--- config.mk ---
export PLATFORM = sky130hd
export DESIGN_NAME = ipe_irq_prio
export DESIGN_NICKNAME = d
export VERILOG_FILES = /design/src/common/ipe_pkg.sv /design/src/ipe_irq_prio.sv
export SDC_FILE = /design/constraint.sdc
export NUM_CORES = 1
export LEC_CHECK = 0
export BUFFER_PORTS_ARGS = -buffer_cell sky130_fd_sc_hd__buf_2
export CAP_MARGIN = 5
export CORE_MARGIN = 2
export CORE_UTILIZATION = 60
export CTS_CLUSTER_DIAMETER = 150
export CTS_CLUSTER_SIZE = 24
export DETAILED_ROUTE_END_ITERATION = 6
export GPL_ROUTABILITY_DRIVEN = 0
export PLACE_DENSITY = 0.86
export SLEW_MARGIN = 20
export SYNTH_ARGS = -nofsm -noshare
export SYNTH_HDL_FRONTEND = slang
export SYNTH_SLANG_ARGS = --single-unit
--- constraint.sdc ---
create_clock -name core_clk_in -period 3.67 [get_ports core_clk_in]
set_clock_uncertainty 0.15 [all_clocks]
set_input_delay 0 -clock core_clk_in [delete_from_list [all_inputs] [get_ports core_clk_in]]
set_output_delay 0 -clock core_clk_in [all_outputs]
set_load 0.03 [all_outputs]
--- src/common/ipe_pkg.sv ---
package ipe_pkg;
  localparam int         NUM_PRIO          = 6;
  localparam int         NUM_EXT           = 4;
  localparam int         NUM_STAT          = 5;
  localparam logic [5:0] IDX_PRIO_FIRST    = 6'h00;
  localparam logic [5:0] IDX_PRIO_LAST     = 6'h05;
  localparam logic [5:0] IDX_RESET_CAUSE   = 6'h06;
  localparam logic [5:0] IDX_CTRL_FIRST    = 6'h07;
  localparam logic [5:0] IDX_CTRL_SECOND   = 6'h08;
  localparam logic [5:0] IDX_CTRL_THIRD    = 6'h09;
  localparam logic [5:0] IDX_REMAP         = 6'h0a;
  localparam logic [5:0] IDX_STATUS        = 6'h0b;
  localparam logic [5:0] IDX_MASK          = 6'h0c;
  localparam logic [7:0] PRIO_MASK_FULL    = 8'hff;
  localparam logic [7:0] PRIO_MASK_FIFTH   = 8'h77;
  localparam logic [7:0] PRIO_MASK_SIXTH   = 8'hf7;
  localparam int         RC_PRIORITY_LEVELS_ENABLE_BIT       = 7;
  localparam int         RC_CM_BIT         = 5;
  localparam int         RC_RI_BIT         = 4;
  localparam int         RC_TO_BIT         = 3;
  localparam int         RC_PD_BIT         = 2;
  localparam int         RC_POR_BIT        = 1;
  localparam int         RC_BOR_BIT        = 0;
  localparam logic [7:0] RC_RESET          = 8'h3c;
  localparam int         C1_GIE_BIT        = 7;
  localparam int         C1_PERIPHERAL_IRQ_GATE_BIT       = 6;
  localparam int         C1_EN0_BIT        = 4;
  localparam int         C1_FLAG0_BIT      = 1;
  localparam int         C2_EDGE_LSB       = 3;
  localparam int         C2_PRIO3_BIT      = 1;
  localparam int         C3_PRIO2_BIT      = 7;
  localparam int         C3_PRIO1_BIT      = 6;
  localparam int         C3_EN_LSB         = 3;
  localparam int         C3_FLAG_LSB       = 0;
  localparam logic [3:0] EDGE_SEL_RESET    = 4'hf;
  localparam logic [2:0] EXT_PRIO_RESET    = 3'h7;
  localparam logic [11:0] REMAP_RESET      = 12'h0210;
endpackage

--- src/ipe_irq_prio.sv ---
`timescale 1ns/1ns
`default_nettype none
module ipe_irq_prio
  import ipe_pkg::*;
(
  input  wire logic        core_clk_in,
  input  wire logic        rst_b_in,
  input  wire logic        psel_in,
  input  wire logic        penable_in,
  input  wire logic        pwrite_in,
  input  wire logic [7:0]  paddr_in,
  input  wire logic [31:0] pwdata_in,
  output logic      [31:0] prdata_out,
  output logic             pready_out,
  output logic             pslverr_out,
  input  wire logic [47:0] periph_req_in,
  input  wire logic        port_b_pin_zero_in,
  input  wire logic [7:0]  remap_pins_in,
  input  wire logic        sleep_in,
  input  wire logic        config_mismatch_rst_in,
  input  wire logic        reset_instr_in,
  input  wire logic        watchdog_expired_in,
  output logic             irq_high_out,
  output logic             irq_low_out,
  output logic             wake_out,
  output logic             irq_out
);

  // ****************************************************************
  // Helper functions.
  // ****************************************************************
  function automatic logic [7:0] prio_mask(input logic [5:0] idx);
    if (idx == IDX_PRIO_FIRST + 6'h04)
      prio_mask = PRIO_MASK_FIFTH;
    else if (idx == IDX_PRIO_LAST)
      prio_mask = PRIO_MASK_SIXTH;
    else
      prio_mask = PRIO_MASK_FULL;
  endfunction

  // ****************************************************************
  // State.
  // ****************************************************************
  logic [7:0]          prio_ff [NUM_PRIO];
  logic [7:0]          reset_cause_control_ff;
  logic                gie_ff;
  logic                peripheral_irq_gate_ff;
  logic [3:0]          ext_en_ff;
  logic [3:0]          ext_flag_ff;
  logic [3:0]          edge_sel_ff;
  logic [3:1]          ext_prio_ff;
  logic [11:0]         remap_ff;
  logic [NUM_STAT-1:0] stat_ff;
  logic [NUM_STAT-1:0] mask_ff;
  logic [3:0]          sync1_ff;
  logic [3:0]          sync2_ff;
  logic [3:0]          sync3_ff;
  logic [3:0]          lvl_ff;
  logic                sleep_ff;
  logic [3:0]          sleep_en_ff;
  logic                pready_ff;
  logic                pslverr_ff;
  logic [31:0]         prdata_ff;
  logic                irq_high_ff;
  logic                irq_low_ff;
  logic                wake_ff;
  logic                irq_ff;

  // ****************************************************************
  // Bus decode.
  // ****************************************************************
  wire logic [5:0] idx      = paddr_in[7:2];
  wire logic       setup    = psel_in & ~penable_in;
  wire logic       access   = psel_in & penable_in & pready_ff;
  wire logic       wr_en    = access & pwrite_in;
  wire logic       rd_en    = access & ~pwrite_in;
  wire logic       is_prio  = idx <= IDX_PRIO_LAST;
  wire logic       mapped   = idx <= IDX_MASK;
  wire logic       wr_reset_cause_control  = wr_en & (idx == IDX_RESET_CAUSE);
  wire logic       wr_c1    = wr_en & (idx == IDX_CTRL_FIRST);
  wire logic       wr_c2    = wr_en & (idx == IDX_CTRL_SECOND);
  wire logic       wr_c3    = wr_en & (idx == IDX_CTRL_THIRD);
  wire logic       wr_remap = wr_en & (idx == IDX_REMAP);
  wire logic       wr_mask  = wr_en & (idx == IDX_MASK);
  wire logic       rd_stat  = rd_en & (idx == IDX_STATUS);
  wire logic [7:0] wd       = pwdata_in[7:0];

  // ****************************************************************
  // External pins: remap, three-stage synchroniser, edge detect.
  // ****************************************************************
  wire logic [3:0] raw_pins = {
    remap_pins_in[remap_ff[10:8]],
    remap_pins_in[remap_ff[6:4]],
    remap_pins_in[remap_ff[2:0]],
    port_b_pin_zero_in
  };
  wire logic [3:0] settled  = ~(sync2_ff ^ sync3_ff);
  wire logic [3:0] nxt_lvl  = (settled & sync3_ff) | (~settled & lvl_ff);
  wire logic [3:0] edge_ev  = (nxt_lvl ^ lvl_ff)
                            & ~(nxt_lvl ^ edge_sel_ff);

  always_ff @(posedge core_clk_in or negedge rst_b_in)
  begin
    if (!rst_b_in)
    begin
      sync1_ff <= 4'h0;
      sync2_ff <= 4'h0;
      sync3_ff <= 4'h0;
      lvl_ff   <= 4'h0;
    end
    else
    begin
      sync1_ff <= raw_pins;
      sync2_ff <= sync1_ff;
      sync3_ff <= sync2_ff;
      lvl_ff   <= nxt_lvl;
    end
  end

  // ****************************************************************
  // External flags, enables and control registers.
  // ****************************************************************
  wire logic [3:0] wr_flag_val = {wd[C3_FLAG_LSB +: 3], wd[C1_FLAG0_BIT]};
  wire logic [3:0] wr_flag_sel = {{3{wr_c3}}, wr_c1};
  wire logic [3:0] nxt_flag    = edge_ev
    | (wr_flag_sel & wr_flag_val) | (~wr_flag_sel & ext_flag_ff);

  always_ff @(posedge core_clk_in or negedge rst_b_in)
  begin
    if (!rst_b_in)
    begin
      ext_flag_ff <= 4'h0;
      ext_en_ff   <= 4'h0;
      edge_sel_ff <= EDGE_SEL_RESET;
      ext_prio_ff <= EXT_PRIO_RESET;
      gie_ff      <= 1'b0;
      peripheral_irq_gate_ff     <= 1'b0;
      remap_ff    <= REMAP_RESET;
    end
    else
    begin
      ext_flag_ff <= nxt_flag;
      if (wr_c1)
      begin
        gie_ff       <= wd[C1_GIE_BIT];
        peripheral_irq_gate_ff      <= wd[C1_PERIPHERAL_IRQ_GATE_BIT];
        ext_en_ff[0] <= wd[C1_EN0_BIT];
      end
      if (wr_c2)
      begin
        edge_sel_ff    <= wd[C2_EDGE_LSB +: 4];
        ext_prio_ff[3] <= wd[C2_PRIO3_BIT];
      end
      if (wr_c3)
      begin
        ext_prio_ff[2]   <= wd[C3_PRIO2_BIT];
        ext_prio_ff[1]   <= wd[C3_PRIO1_BIT];
        ext_en_ff[3:1]   <= wd[C3_EN_LSB +: 3];
      end
      if (wr_remap)
        remap_ff <= pwdata_in[11:0];
    end
  end

  // ****************************************************************
  // Peripheral priority registers.
  // ****************************************************************
  always_ff @(posedge core_clk_in or negedge rst_b_in)
  begin
    if (!rst_b_in)
    begin
      for (int i = 0; i < NUM_PRIO; i++)
        prio_ff[i] <= prio_mask(6'(i));
    end
    else if (wr_en && is_prio)
      prio_ff[idx[2:0]] <= wd & prio_mask(idx);
  end

  wire logic [47:0] prio_vec = {prio_ff[5], prio_ff[4], prio_ff[3],
                                prio_ff[2], prio_ff[1], prio_ff[0]};
  wire logic [47:0] impl_vec = {PRIO_MASK_SIXTH, PRIO_MASK_FIFTH,
                                {4{PRIO_MASK_FULL}}};

  // ****************************************************************
  // Reset cause and priority enable register.
  // ****************************************************************
  wire logic sleep_rise = sleep_in & ~sleep_ff;
  wire logic [7:0] rc_wr = wr_reset_cause_control ? wd : reset_cause_control_ff;

  always_ff @(posedge core_clk_in or negedge rst_b_in)
  begin
    if (!rst_b_in)
      reset_cause_control_ff <= RC_RESET;
    else
    begin
      reset_cause_control_ff[RC_PRIORITY_LEVELS_ENABLE_BIT] <= rc_wr[RC_PRIORITY_LEVELS_ENABLE_BIT];
      reset_cause_control_ff[6]           <= 1'b0;
      reset_cause_control_ff[RC_CM_BIT]   <= rc_wr[RC_CM_BIT]
                              & ~config_mismatch_rst_in;
      reset_cause_control_ff[RC_RI_BIT]   <= rc_wr[RC_RI_BIT] & ~reset_instr_in;
      reset_cause_control_ff[RC_TO_BIT]   <= reset_cause_control_ff[RC_TO_BIT]
                              & ~watchdog_expired_in;
      reset_cause_control_ff[RC_PD_BIT]   <= reset_cause_control_ff[RC_PD_BIT] & ~sleep_rise;
      reset_cause_control_ff[RC_POR_BIT]  <= rc_wr[RC_POR_BIT];
      reset_cause_control_ff[RC_BOR_BIT]  <= rc_wr[RC_BOR_BIT];
    end
  end

  wire logic priority_levels_enable = reset_cause_control_ff[RC_PRIORITY_LEVELS_ENABLE_BIT];

  // ****************************************************************
  // Requests toward the core and wake-up.
  // ****************************************************************
  wire logic [47:0] per_req  = periph_req_in & impl_vec;
  wire logic [3:0]  ext_act  = ext_flag_ff & ext_en_ff;
  wire logic [3:0]  ext_hi   = {ext_prio_ff, 1'b1};
  wire logic per_hi  = |(per_req & prio_vec);
  wire logic per_lo  = |(per_req & ~prio_vec);
  wire logic two_hi  = per_hi | |(ext_act & ext_hi);
  wire logic two_lo  = per_lo | |(ext_act & ~ext_hi);
  wire logic one_req = |ext_act | (peripheral_irq_gate_ff & |per_req);
  wire logic nxt_hi  = gie_ff & (priority_levels_enable ? two_hi : one_req);
  wire logic nxt_lo  = gie_ff & peripheral_irq_gate_ff & priority_levels_enable & two_lo;
  wire logic nxt_wake = sleep_in & |(ext_flag_ff & sleep_en_ff);

  always_ff @(posedge core_clk_in or negedge rst_b_in)
  begin
    if (!rst_b_in)
    begin
      sleep_ff    <= 1'b0;
      sleep_en_ff <= 4'h0;
      irq_high_ff <= 1'b0;
      irq_low_ff  <= 1'b0;
      wake_ff     <= 1'b0;
    end
    else
    begin
      sleep_ff <= sleep_in;
      if (sleep_rise)
        sleep_en_ff <= ext_en_ff;
      irq_high_ff <= nxt_hi;
      irq_low_ff  <= nxt_lo;
      wake_ff     <= nxt_wake;
    end
  end

  // ****************************************************************
  // Sticky event status, mask and interrupt line.
  // ****************************************************************
  wire logic [NUM_STAT-1:0] stat_ev  = {config_mismatch_rst_in, edge_ev};
  wire logic [NUM_STAT-1:0] nxt_stat = stat_ev
                                     | (rd_stat ? '0 : stat_ff);

  always_ff @(posedge core_clk_in or negedge rst_b_in)
  begin
    if (!rst_b_in)
    begin
      stat_ff <= '0;
      mask_ff <= '0;
      irq_ff  <= 1'b0;
    end
    else
    begin
      stat_ff <= nxt_stat;
      if (wr_mask)
        mask_ff <= pwdata_in[NUM_STAT-1:0];
      irq_ff  <= |(nxt_stat & mask_ff);
    end
  end

  // ****************************************************************
  // Read data and bus answer.
  // ****************************************************************
  logic [7:0] rd_byte;
  always_comb
  begin
    rd_byte = 8'h00;
    if (is_prio)
      rd_byte = prio_ff[idx[2:0]];
    else if (idx == IDX_RESET_CAUSE)
      rd_byte = reset_cause_control_ff;
    else if (idx == IDX_CTRL_FIRST)
      rd_byte = {gie_ff, peripheral_irq_gate_ff, 1'b0, ext_en_ff[0],
                 2'b00, ext_flag_ff[0], 1'b0};
    else if (idx == IDX_CTRL_SECOND)
      rd_byte = {1'b0, edge_sel_ff, 1'b0, ext_prio_ff[3], 1'b0};
    else if (idx == IDX_CTRL_THIRD)
      rd_byte = {ext_prio_ff[2], ext_prio_ff[1],
                 ext_en_ff[3:1], ext_flag_ff[3:1]};
    else if (idx == IDX_STATUS)
      rd_byte = {3'b000, stat_ff};
    else if (idx == IDX_MASK)
      rd_byte = {3'b000, mask_ff};
  end

  wire logic [31:0] rd_word = (idx == IDX_REMAP) ? {20'h0_0000, remap_ff}
                                                 : {24'h00_0000, rd_byte};

  always_ff @(posedge core_clk_in or negedge rst_b_in)
  begin
    if (!rst_b_in)
    begin
      pready_ff  <= 1'b0;
      pslverr_ff <= 1'b0;
      prdata_ff  <= 32'h0000_0000;
    end
    else
    begin
      pready_ff  <= setup;
      pslverr_ff <= setup & ~mapped;
      if (setup)
        prdata_ff <= mapped ? rd_word : 32'h0000_0000;
    end
  end

  assign prdata_out   = prdata_ff;
  assign pready_out   = pready_ff;
  assign pslverr_out  = pslverr_ff;
  assign irq_high_out = irq_high_ff;
  assign irq_low_out  = irq_low_ff;
  assign wake_out     = wake_ff;
  assign irq_out      = irq_ff;
endmodule
`default_nettype wire

# Yosys cells after proc, flatten, opt, wreduce, memory -nomap -nowiden
# Index checks and enable logic that the tools add are counted.
[totals]
output_inout_bits = 38
wordCells = 147
regBits = 153
inputBits = 106
[classes]
bitwise = 62
eq_ne = 9
n_mux = 27
order_cmp = 7
n_reduce_logical = 10
[ops]
columns = ["cell", "n"]
rows = [
  ["$and A48 B48 Y48", 2],
  ["$reduce_or A48 Y1", 2],
  ["$mux W8", 10],
  ["$bwmux W48", 1],
  ["$not A48 Y48", 1],
  ["$reduce_or A45 Y1", 1],
  ["$and A4 B4 Y4", 9],
  ["$eq A6 B4 Y1 const B", 5],
  ["$and A1 B1 Y1", 24],
  ["$bmux W8 S3", 1],
  ["$demux W8 S3", 1],
  ["$eq A6 B3 Y1 const B", 4],
  ["$mux W12", 2],
  ["$not A4 Y4", 5],
  ["$reduce_or A4 Y1", 4],
  ["$mux W5", 3],
  ["$lt A3 B4 Y1 const B", 3],
  ["$or A4 B4 Y4", 3],
  ["$xor A4 B4 Y4", 3],
  ["$bmux W1 S3", 3],
  ["$and A8 B8 Y8", 1],
  ["$not A1 Y1", 8],
  ["$le A6 B3 Y1 const B", 1],
  ["$le A6 B4 Y1 const B", 1],
  ["other kinds (11)", 17],
]

# Depth between registers and ports, before layout
# Gate-level depths: netlist of run 1.
[logic_depth]
depth_word = 11
depth_mapped = 8
ltp_nobuf = 6

# Worst setup path after synthesis of run 1
# OpenSTA, ideal clock, no wires.
[synth_path]
path_type = "input-to-reg"
startpoint = "input paddr_in[4]"
endpoint = "register irq_ff (netlist: irq_out)"
arrival_ns = 1.793
path_buffers = 1
cell_stages = 6
setup_slack_ns = 1.596
path_cell_list = "or4b_1 buf_2 or4_4 a211o_1 a222oi_1 nand2_1"
[synth_via]
elab_chain_cells = 6
[synth_rtl]
columns = ["element", "line_no", "text"]
rows = [
  ["from (decl)", "ipe_irq_prio.sv:11", "input wire logic [7:0] paddr_in,"],
  ["$eq A6 B4 Y1", "ipe_irq_prio.sv:85", "wire logic rd_stat = rd_en & (idx == IDX_STATUS);"],
  ["$and A1 B1 Y1", "ipe_irq_prio.sv:85", ""],
  ["$mux W5", "ipe_irq_prio.sv:252", "| (rd_stat ? '0 : stat_ff);"],
  ["$or A5 B5 Y5", "ipe_irq_prio.sv:252", ""],
  ["via nxt_stat[1]", "ipe_irq_prio.sv:251", "wire logic [NUM_STAT-1:0] nxt_stat = stat_ev"],
  ["$and A5 B5 Y5", "ipe_irq_prio.sv:267", "irq_ff <= |(nxt_stat & mask_ff);"],
  ["$reduce_or A5 Y1", "ipe_irq_prio.sv:267", ""],
  ["to (signal assigned)", "ipe_irq_prio.sv:267", ""],
  ["to (decl)", "ipe_irq_prio.sv:67", "logic irq_ff;"],
]
# The timed path passes the listed nets, and every way through them passes these cells.
# A chain may end at the register's enable or synchronous reset.

# Worst setup path in the final report of run 1
[layout_path]
startpoint = "register prio_ff[6] (netlist name)"
endpoint = "register irq_low_ff (netlist: irq_low_out)"
[layout_via]
elab_chain_cells = 5
[layout_rtl]
columns = ["element", "line_no", "text"]
rows = [
  ["from (decl)", "ipe_irq_prio.sv:44", "logic [7:0] prio_ff [NUM_PRIO];"],
  ["from (signal, indexed assignment)", "ipe_irq_prio.sv:173", "prio_ff[i] <= prio_mask(6'(i));"],
  ["from (signal, indexed assignment)", "ipe_irq_prio.sv:176", "prio_ff[idx[2:0]] <= wd & prio_mask(idx);"],
  ["$not A48 Y48", "ipe_irq_prio.sv:218", "wire logic per_lo = |(per_req & ~prio_vec);"],
  ["$and A48 B48 Y48", "ipe_irq_prio.sv:218", ""],
  ["$reduce_or A48 Y1", "ipe_irq_prio.sv:218", ""],
  ["$or A1 B1 Y1", "ipe_irq_prio.sv:220", "wire logic two_lo = per_lo | |(ext_act & ~ext_hi);"],
  ["$and A1 B1 Y1", "ipe_irq_prio.sv:223", "wire logic nxt_lo = gie_ff & peripheral_irq_gate_ff & priority_levels_enable & two_lo;"],
  ["via nxt_lo", "ipe_irq_prio.sv:223", ""],
  ["to (signal assigned)", "ipe_irq_prio.sv:242", "irq_low_ff <= nxt_lo;"],
  ["to (decl)", "ipe_irq_prio.sv:65", "logic irq_low_ff;"],
]
# The timed path passes the listed nets, and every way through them passes these cells.

==> flow_metrics.env, run 1 <==
export IMPL_ant_nets=0
export IMPL_first_global_vias=6489
export IMPL_fillerInstances=699
export IMPL_cts_sinks=133
export IMPL_tns_ns=0
export IMPL_seq_area_frac_synth_pct=48.6
export IMPL_grt_util_met1_pct=44.8
export IMPL_vias=6497
export IMPL_antenna_found_initial=0
export IMPL_wirelength_mm=22.2
export IMPL_synth_top_area_cell="dfrtp_1"
export IMPL_htreeDepth=4
export IMPL_cap_viol_max_count=0
export IMPL_io_pins=144
export IMPL_synth_area_top_cells="dfrtp_1, dfstp_2, mux2_2, mux4_2, o21ai_0"
export IMPL_synth_simple_area_share_pct=13.0
export IMPL_grt_overflow=0
export IMPL_status="complete, but fails checks"
export IMPL_start_util_pct=61.3
export IMPL_hp_class="in -> async"
export IMPL_use_met2_pct=56.4
export IMPL_slew_headroom_pct=30.4
export IMPL_timing_final_crit_period_ns=3.51
export IMPL_fin_util_pct=75.3
export IMPL_syn_area_per_cell_um2=11.1
export IMPL_drive_gt1_share_pct=37.0
export IMPL_synth_top_cell_area_share_pct=26.8
export IMPL_grt_pass1_wl_mm=34.8
export IMPL_die_y_um=112
export IMPL_ir_worst_vdd_mv=0.539
export IMPL_leakage_nw=3.81
export IMPL_finalNetCount=875
export IMPL_power_density_nw_per_um2=434
export IMPL_crit_fanout=4
export IMPL_fin_crit_sh_pct=95.6
export IMPL_ys_ff_latch=133
export IMPL_postSynthCellCount=631
export IMPL_synth_edf_count=0
export IMPL_viasPerCell=7.02
export IMPL_clk_path_buf_depth=2
export IMPL_fmax_ghz=0.285
export IMPL_grt_max_degree=82
export IMPL_crit_required_ns=3.82
export IMPL_dieArea_um2=12500
export IMPL_area_sequential_um2=3400
export IMPL_first_iter_violations=1070
export IMPL_clkLatencyLatePin_ns=0.43
export IMPL_slew_violations=0
export IMPL_placementRows=39
export IMPL_antenna_cells=0
export IMPL_first_pass_iters=7
export IMPL_synth_top_family_by_area="multiplexers"
export IMPL_setup_violations=0
export IMPL_ys_types=60
export IMPL_synthesis_area_um2=7000
export IMPL_grt_usage_pct=36.3
export IMPL_multi_input_area_um2=3290
export IMPL_worst_pin_slew_ns=1.04
export IMPL_worstSetupPathType="reg -> reg"
export IMPL_synth_adder_area_share_pct=0.572
export IMPL_yosys_most_used_dff="dfrtp_1"
export IMPL_die_x_um=112
export IMPL_synthXorXnorAreaFrac_pct=0
export IMPL_hpwl_mm=14.7
export IMPL_clockRootBuffer="clkbuf_16"
export IMPL_grt_use_met3_pct=10.4
export IMPL_io_buffers=98
export IMPL_syn_to_final_growth_pct=22.9
export IMPL_worstPathArrival_ns=3.66
export IMPL_cts_tree="yes"
export IMPL_rsz0062_at_grt="false"
export IMPL_grt_busiest_layer="met2"
export IMPL_wl_per_cell_um=24.0
export IMPL_synth_compound_area_share_pct=14.3
export IMPL_end_kind="flip-flop"
export IMPL_failed_checks="DRC"
export IMPL_yosys_warnings=0
export IMPL_finalHoldViolations=0
export IMPL_numCtsBuffers=17
export IMPL_coreArea_um2=11400
export IMPL_synthArstFlopShare_pct=100
export IMPL_synth_mux_area_share_pct=18.0
export IMPL_clk_pin_slew_ns=0.06
export IMPL_cts_setup_buffers=0
export IMPL_start_kind="flip-flop"
export IMPL_drcViolationCount=56
cell type report:
class,count,area share (%)
Clock buffer,21,5.72
Clock inverter,11,1.70
Inverter,35,1.53
Multi-Input combinational cell,437,38.2
Sequential cell,133,39.5
Tap cell,143,2.08
Timing Repair Buffer,145,11.2
cells by family after synthesis:
family / count (synthesis)
AND/OR/NAND/NOR: 168
flip-flops: 133
multiplexers: 99
other: 1
adder cells (fa/ha/maj): 4
AO/OA/AOI/OAI: 146
buffers and inverters: 80
synthesized netlist by cell type (6+ instances only):
master	count
dfstp_2	58
o22ai_1	10
dfrtp_1	75
a22o_1	7
a22oi_1	12
mux2_2	74
nand4_1	11
nor4_1	10
nand3_1	18
inv_1	34
a21oi_1	17
mux2i_1	11
nor2_1	17
nor4b_1	6
buf_4	20
a2bb2oi_1	6
mux4_2	14
nand2_1	47
o21ai_0	44
and3_1	6
nand2b_1	18
nor2b_1	13
a221oi_1	10
clkbuf_1	19
flip-flops by register name (all words and copies together) (netlist names):
signal / count
irq_out: 1
remap_ff: 12
peripheral_irq_gate_ff: 1
ext_prio_ff: 3
wake_out: 1
reset_cause_control_ff: 7
pready_out: 1
irq_low_out: 1
prdata_out: 12
prio_ff: 48
stat_ff: 5
pslverr_out: 1
sync3_ff: 4
irq_high_out: 1
sleep_ff: 1
ext_flag_ff: 4
gie_ff: 1
ext_en_ff: 4
sync2_ff: 4
sync1_ff: 4
sleep_en_ff: 4
mask_ff: 5
edge_sel_ff: 4
lvl_ff: 4
worst paths after layout:
| check | start | endpoint | cells after the start | slack, ns |
|---|---|---|---|---|
| min in group core_clk_in | psel_in | prdata_out[8] | 4 | 0.04 |
| setup / recovery | prio_ff[6] | irq_low_out | 7 | 0.16 |
| setup reg to reg | prio_ff[6] | irq_low_out | 7 | 0.16 |
| max in group asynchronous | rst_b_in | remap_ff[9] | 3 | 2.47 |
| hold reg to reg | sync1_ff[3] | sync2_ff[3] | 0 | 0.20 |
| hold / removal | rst_b_in | wake_out | 2 | 0.03 |
where the power goes:
part           internal (W)  switching [W]  leakage [nW]
clock network       0.00116       0.000646         0.310
logic              0.000142       0.000238          1.95
registers           0.00151      0.0000327          1.55
what timing repair did:
action	CTS	global route
resized for setup	0	0
hold endpoints to repair	158	0
hold buffers	42	0
metrics by stage:
step	cells	hold slack [ns]	total power [W]	setup WS (ns)	area, µm²
after CTS	925	0.00725	0.00371	0.439	8600
after floorplan	650	-0.446	0.00175	1.60	7070
final	925	0.0250	0.00373	0.160	8600
after global placement	851	-0.0806	0.00188	1.11	7540
after global routing	925	0.0357	0.00383	0.291	8600
after detailed placement	851	-0.0719	0.00190	1.05	7540
placed cells by master (no fill, tap or decap), types with 5 or more instances in the layout:
cell type	n
nor2b_1	13
mux2i_1	11
nor2_1	17
and3_1	6
dlygate4sd3_1	42
mux2_2	74
buf_2	97
buf_4	5
nand3_1	18
inv_1	34
o21ai_0	44
dfrtp_1	75
nand2b_1	18
nand4_1	11
nand2_1	47
a22o_1	7
nor4b_1	6
a21oi_1	17
or3_1	5
dfstp_2	58
conb_1	20
clkbuf_16	18
a221oi_1	10
nor4_1	10
a22oi_1	12
a2111oi_0	5
o22ai_1	10
a2bb2oi_1	6
mux4_2	14
critical path, cell delays in order (launching register included):
cell and delay, ns:
dfstp_2 0.56, nand2b_1 0.13, o2111ai_1 0.11, a2111oi_0 0.82, nand4_1 0.18, dlygate4sd3_1 0.62, o2111a_1 0.25, dlygate4sd3_1 0.56
metal layers:
metal	routed length, µm	vias to the layer above
met3	2650	209
met1	7750	3054
met4	1760	0
li1	-	2595
met2	10100	639
met5	0	-
(Power assumes the default switching activity.)
==> run 2, diff against run 1 <==
--- a/config.mk
+++ b/config.mk
@@ -8,12 +8,11 @@
 export BUFFER_PORTS_ARGS = -buffer_cell sky130_fd_sc_hd__buf_2
 export CAP_MARGIN = 5
 export CORE_MARGIN = 2
-export CORE_UTILIZATION = 60
+export CORE_UTILIZATION = 40
 export CTS_CLUSTER_DIAMETER = 150
 export CTS_CLUSTER_SIZE = 24
 export DETAILED_ROUTE_END_ITERATION = 6
 export GPL_ROUTABILITY_DRIVEN = 0
-export PLACE_DENSITY = 0.86
 export SLEW_MARGIN = 20
 export SYNTH_ARGS = -nofsm -noshare
 export SYNTH_HDL_FRONTEND = slang
==> run 2 against run 1 <==
  * The run now ends clean
  * Register-to-register slack improved by 0.22 ns
  * Sequential share of layout area decreased by 0.31 points
  * Die area increased by 48%
  * Hold slack got worse by 0.0071 ns
  * Routed wire length decreased by 0.31%
  * Global-route usage decreased by 11 points
  * Clock-buffer cell count increased by 2
  * Clock power about the same
  * Total power decreased by 0.16%
  * Critical endpoint unchanged
==> flow_metrics.env, run 2 (same netlist as run 1, synthesis figures left out) <==
export IMPL_hp_class="in -> reg"
export IMPL_viasPerCell=5.87
export IMPL_numCtsBuffers=17
export IMPL_slew_headroom_pct=28.3
export IMPL_crit_required_ns=3.82
export IMPL_grt_pass1_wl_mm=34.0
export IMPL_fmax_ghz=0.304
export IMPL_ir_worst_vdd_mv=0.323
export IMPL_slew_violations=0
export IMPL_io_buffers=98
export IMPL_power_density_nw_per_um2=430
export IMPL_start_kind="flip-flop"
export IMPL_syn_to_final_growth_pct=23.9
export IMPL_leakage_nw=3.80
export IMPL_io_pins=144
export IMPL_clockRootBuffer="clkbuf_16"
export IMPL_end_kind="flip-flop"
export IMPL_worstSetupPathType="reg -> reg"
export IMPL_drcViolationCount=0
export IMPL_coreArea_um2=17200
export IMPL_first_iter_violations=573
export IMPL_place_inst=935
export IMPL_ant_nets=0
export IMPL_cts_tree="yes"
export IMPL_dieArea_um2=18600
export IMPL_antenna_found_initial=0
export IMPL_finalHoldViolations=0
export IMPL_cts_sinks=133
export IMPL_wl_per_cell_um=22.0
export IMPL_timing_final_crit_period_ns=3.29
export IMPL_antenna_cells=0
export IMPL_grt_max_degree=77
export IMPL_clk_pin_slew_ns=0.05
export IMPL_setup_violations=0
export IMPL_drive_gt1_share_pct=36.9
export IMPL_layout_setup_ws_ns=0.384
export IMPL_finalNetCount=874
export IMPL_grt_overflow=0
export IMPL_wirelength_mm=22.1
export IMPL_clk_path_buf_depth=2
export IMPL_vias=5910
export IMPL_first_pass_iters=6
export IMPL_die_x_um=136
export IMPL_die_y_um=136
export IMPL_regMostFlops="prio_ff"
export IMPL_rsz0062_at_grt="false"
export IMPL_cts_resized_gates=0
export IMPL_largest_reg_flops=48
export IMPL_worst_pin_slew_ns=1.07
export IMPL_crit_fanout=3
export IMPL_placementRows=48
export IMPL_tns_ns=0
export IMPL_htreeDepth=4
export IMPL_final_cell_mix="buf_2, dfrtp_1, mux2_2, dfstp_2, nand2_1"
export IMPL_fillerInstances=1582
export IMPL_dp_worst_setup_slack_ns=0.949
export IMPL_clkLatencyLatePin_ns=0.42
export IMPL_cap_viol_max_count=0
export IMPL_layout_commonest_cell="buf_2"
export IMPL_fin_crit_sh_pct=89.5
export IMPL_start_util_pct=40.7
export IMPL_worstPathArrival_ns=3.44
export IMPL_first_global_vias=5816
export IMPL_layout_cells_non_filler=1006
export IMPL_grt_usage_pct=24.9
export IMPL_status="finished clean"
export IMPL_hpwl_mm=16.1
==> run 2: changes by cell type in the layout (fill, tap and decap cells not counted), sizes merged <==
cell / previous run / this run
clkinvlp: 2 / 0
dlygate4sd3: 42 / 39
clkinv: 7 / 6
buf: 103 / 105
bufinv: 3 / 4
clkbuf: 21 / 23
==> run 2: metal layers <==
layer / vias up / GRT usage (%) / routed length [µm]
met2: 381 / 39.4 / 10200
met1: 2865 / 32.9 / 9140
li1: 2600 / - / -
met5: - / 0 / 0
met4: 0 / 9.90 / 791
met3: 64 / 6.08 / 1980
==> run 2: final cells by class <==
cell class                      instances  area (µm²)  share of cell area [%]
Clock buffer                           23         478                    5.51
Clock inverter                          9         149                    1.72
Inverter                               35         131                    1.52
Multi-Input combinational cell        437        3290                    37.9
Sequential cell                       133        3400                    39.2
Tap cell                              225         282                    3.25
Timing Repair Buffer                  144         940                    10.8
==> run 2: timing repair <==
item / 4_1_cts / 5_1_grt
buffers inserted: 0 / 0
hold buffers: 39 / 0
hold endpoints to repair: 175 / 0
==> run 2: final timing paths <==
kind	start	to	slack [ns]	cells past startpoint
worst max-delay path	prio_ff[27]	irq_low_out	0.38	7
worst min-delay path	periph_req_in[14]	irq_high_out	0.02	5
worst max register to register	prio_ff[27]	irq_low_out	0.38	7
worst min register to register	sync1_ff[3]	sync2_ff[3]	0.20	0
max in group asynchronous	rst_b_in	prio_ff[17]	2.40	3
min in group asynchronous	rst_b_in	wake_out	0.05	2
==> run 2: worst max-delay path, cell delays in order, from the launching register on <==
cell	delay, ns
dfstp_2	0.57
inv_1	0.08
a222oi_1	0.30
dlygate4sd3_1	0.59
nand4_1	0.09
dlygate4sd3_1	0.61
o2111a_1	0.24
dlygate4sd3_1	0.54
==> run 2: report_power, final <==
group	switching [W]	leakage [nW]	internal [W]	total (W)
Sequential	0.0000322	1.55	0.00151	0.00155
Clock	0.000625	0.311	0.00119	0.00181
Combinational	0.000231	1.95	0.000139	0.000370
==> run 2: per-stage QoR <==
step	power, W	utilization, %	hold WS (ns)	area (µm²)
2_1_floorplan	0.00175	-	-0.446	7070
3_3_place_gp	0.00190	44.5	-0.0935	7650
3_5_place_dp	0.00190	44.5	-0.0766	7650
4_1_cts	0.00374	50.5	0.00947	8670
5_1_grt	0.00386	50.5	0.0603	8670
6_report	0.00373	50.5	0.0179	8670
==> run 3, diff against run 2 <==
--- a/config.mk
+++ b/config.mk
@@ -5,13 +5,13 @@
 export SDC_FILE = /design/constraint.sdc
 export NUM_CORES = 1
 export LEC_CHECK = 0
-export BUFFER_PORTS_ARGS = -buffer_cell sky130_fd_sc_hd__buf_2
 export CAP_MARGIN = 5
 export CORE_MARGIN = 2
 export CORE_UTILIZATION = 40
 export CTS_CLUSTER_DIAMETER = 150
 export CTS_CLUSTER_SIZE = 24
 export DETAILED_ROUTE_END_ITERATION = 6
+export DONT_BUFFER_PORTS = 1
 export GPL_ROUTABILITY_DRIVEN = 0
 export SLEW_MARGIN = 20
 export SYNTH_ARGS = -nofsm -noshare
==> constraint.sdc (replaced) <==
create_clock -name core_clk_in -period 4 [get_ports core_clk_in]
set_clock_uncertainty 0.15 [all_clocks]
set_input_delay 0 -clock core_clk_in [delete_from_list [all_inputs] [get_ports core_clk_in]]
set_output_delay 0 -clock core_clk_in [all_outputs]
set_load 0.03 [all_outputs]
==> run 3 against run 2 <==
  * Register-to-register slack worse by 0.12 ns
  * Global-route usage is 0.59 points higher
  * Hold slack better by 0.011 ns
  * Die area stayed put
  * Maximum frequency is 12% lower
  * Combinational power is 29% lower
  * Sequential power is 8% lower
  * Utilization is 2.1 points lower
  * Total power is 15% lower
  * Sequential share of layout area is 1.7 points higher
  * Critical endpoint is now ext_en_ff[2]
  * Largest power group unchanged
==> flow_metrics.env, run 3 (same netlist as run 1, synthesis figures left out) <==
export IMPL_status="finished clean"
export IMPL_ir_worst_vdd_mv=0.304
export IMPL_grt_pass1_wl_mm=34.7
export IMPL_grt_overflow=0
export IMPL_worstPathArrival_ns=3.94
export IMPL_first_global_vias=5725
export IMPL_largest_reg_flops=48
export IMPL_finalNetCount=792
export IMPL_drcViolationCount=0
export IMPL_clk_pin_slew_ns=0.06
export IMPL_dieArea_um2=18600
export IMPL_hpwl_mm=15.3
export IMPL_fmax_ghz=0.268
export IMPL_slew_headroom_pct=25.4
export IMPL_cts_tree="yes"
export IMPL_drive_gt1_share_pct=27.0
export IMPL_timing_final_crit_period_ns=3.73
export IMPL_syn_to_final_growth_pct=18.8
export IMPL_fillerInstances=1594
export IMPL_wl_per_cell_um=24.4
export IMPL_finalHoldViolations=0
export IMPL_setup_violations=0
export IMPL_dp_worst_setup_slack_ns=1.52
export IMPL_placementRows=48
export IMPL_power_density_nw_per_um2=382
export IMPL_crit_fanout=9
export IMPL_finalPower_w=0.00317
export IMPL_coreArea_um2=17200
export IMPL_crit_required_ns=4.20
export IMPL_first_iter_violations=582
export IMPL_viasPerCell=6.21
export IMPL_cts_setup_buffers=0
export IMPL_regMostFlops="prio_ff"
export IMPL_numCtsBuffers=17
export IMPL_clkLatencyLatePin_ns=0.43
export IMPL_clk_path_buf_depth=2
export IMPL_cts_sinks=133
export IMPL_vias=5738
export IMPL_hp_class="in -> reg"
export IMPL_wirelength_mm=22.6
export IMPL_fin_util_pct=48.4
export IMPL_io_buffers=0
export IMPL_rsz0062_at_grt="false"
export IMPL_start_kind="flip-flop"
export IMPL_worstSetupPathType="reg -> reg"
export IMPL_layout_setup_ws_ns=0.266
export IMPL_antenna_cells=0
export IMPL_final_cell_mix="dfrtp_1, mux2_2, dfstp_2, dlygate4sd3_1, nand2_1"
export IMPL_clockRootBuffer="clkbuf_16"
export IMPL_end_kind="flip-flop"
export IMPL_die_x_um=136
export IMPL_antenna_found_initial=1
export IMPL_start_util_pct=40.7
export IMPL_grt_usage_pct=25.5
export IMPL_ant_nets=0
export IMPL_worst_pin_slew_ns=1.11
export IMPL_leakage_nw=3.42
export IMPL_fin_crit_sh_pct=93.4
export IMPL_first_pass_iters=6
export IMPL_slew_violations=0
export IMPL_tns_ns=0
export IMPL_htreeDepth=4
export IMPL_layout_commonest_cell="dfrtp_1"
export IMPL_die_y_um=136
export IMPL_io_pins=144
export IMPL_grt_max_degree=134
export IMPL_cap_viol_max_count=0
## run 3: worst paths after layout
check / end / slack [ns] / startpoint / cells after the start
worst max-delay path: ext_en_ff[2] / 0.27 / pready_out / 7
worst min-delay path: prdata_out[3] / 0.03 / psel_in / 3
worst max register to register: ext_en_ff[2] / 0.27 / pready_out / 7
worst min register to register: sync2_ff[3] / 0.20 / sync1_ff[3] / 0
max in group asynchronous: remap_ff[5] / 3.15 / rst_b_in / 2
min in group asynchronous: wake_out / 0.08 / rst_b_in / 2
## run 3: layout make-up
type	count	area [µm²]	area share (%)
clock buffer	23	478	5.75
timing repair buffer	62	643	7.74
multi-input combinational	437	3300	39.7
sequential	133	3400	40.9
clock inverter	9	77.6	0.933
tap	225	282	3.39
inverter	35	131	1.58
## run 3: through the flow
stage,hold slack (ns),instance area [µm²],cells
after floorplan,-0.446,7070,650
after global placement,-0.441,7120,832
after detailed placement,-0.440,7120,832
after CTS,0.00118,8310,924
after global routing,0.0427,8310,924
final,0.0294,8310,924
## run 3: worst max-delay path, stage by stage (launching register included)
cell and delay, ns:
dfrtp_1 0.55, nand4_1 0.25, dlygate4sd3_1 0.66, nor3_2 0.70, nand2_1 0.13, dlygate4sd3_1 0.59, o21ai_0 0.07, dlygate4sd3_1 0.57
## run 3: per-layer routing
layer  wire length [µm]  vias up  GRT usage (%)
met5                 13        -              0
met4                724        2           7.99
met3               2350       73           7.87
met2              10200      372           39.2
met1               9250     2861           34.5
li1                   -     2430              -
## run 3: power by group
| group | switching [W] | internal, W |
|---|---|---|
| Clock | 0.000581 | 0.000898 |
| Sequential | 0.0000439 | 0.00139 |
| Combinational | 0.000159 | 0.000105 |
## run 3: timing repair
| item | 4_1_cts | 5_1_grt |
|---|---|---|
| gates resized for setup | 0 | 1 |
| hold buffers | 60 | 0 |
| setup endpoints to repair | 0 | 1 |
| hold endpoints to repair | 253 | 0 |
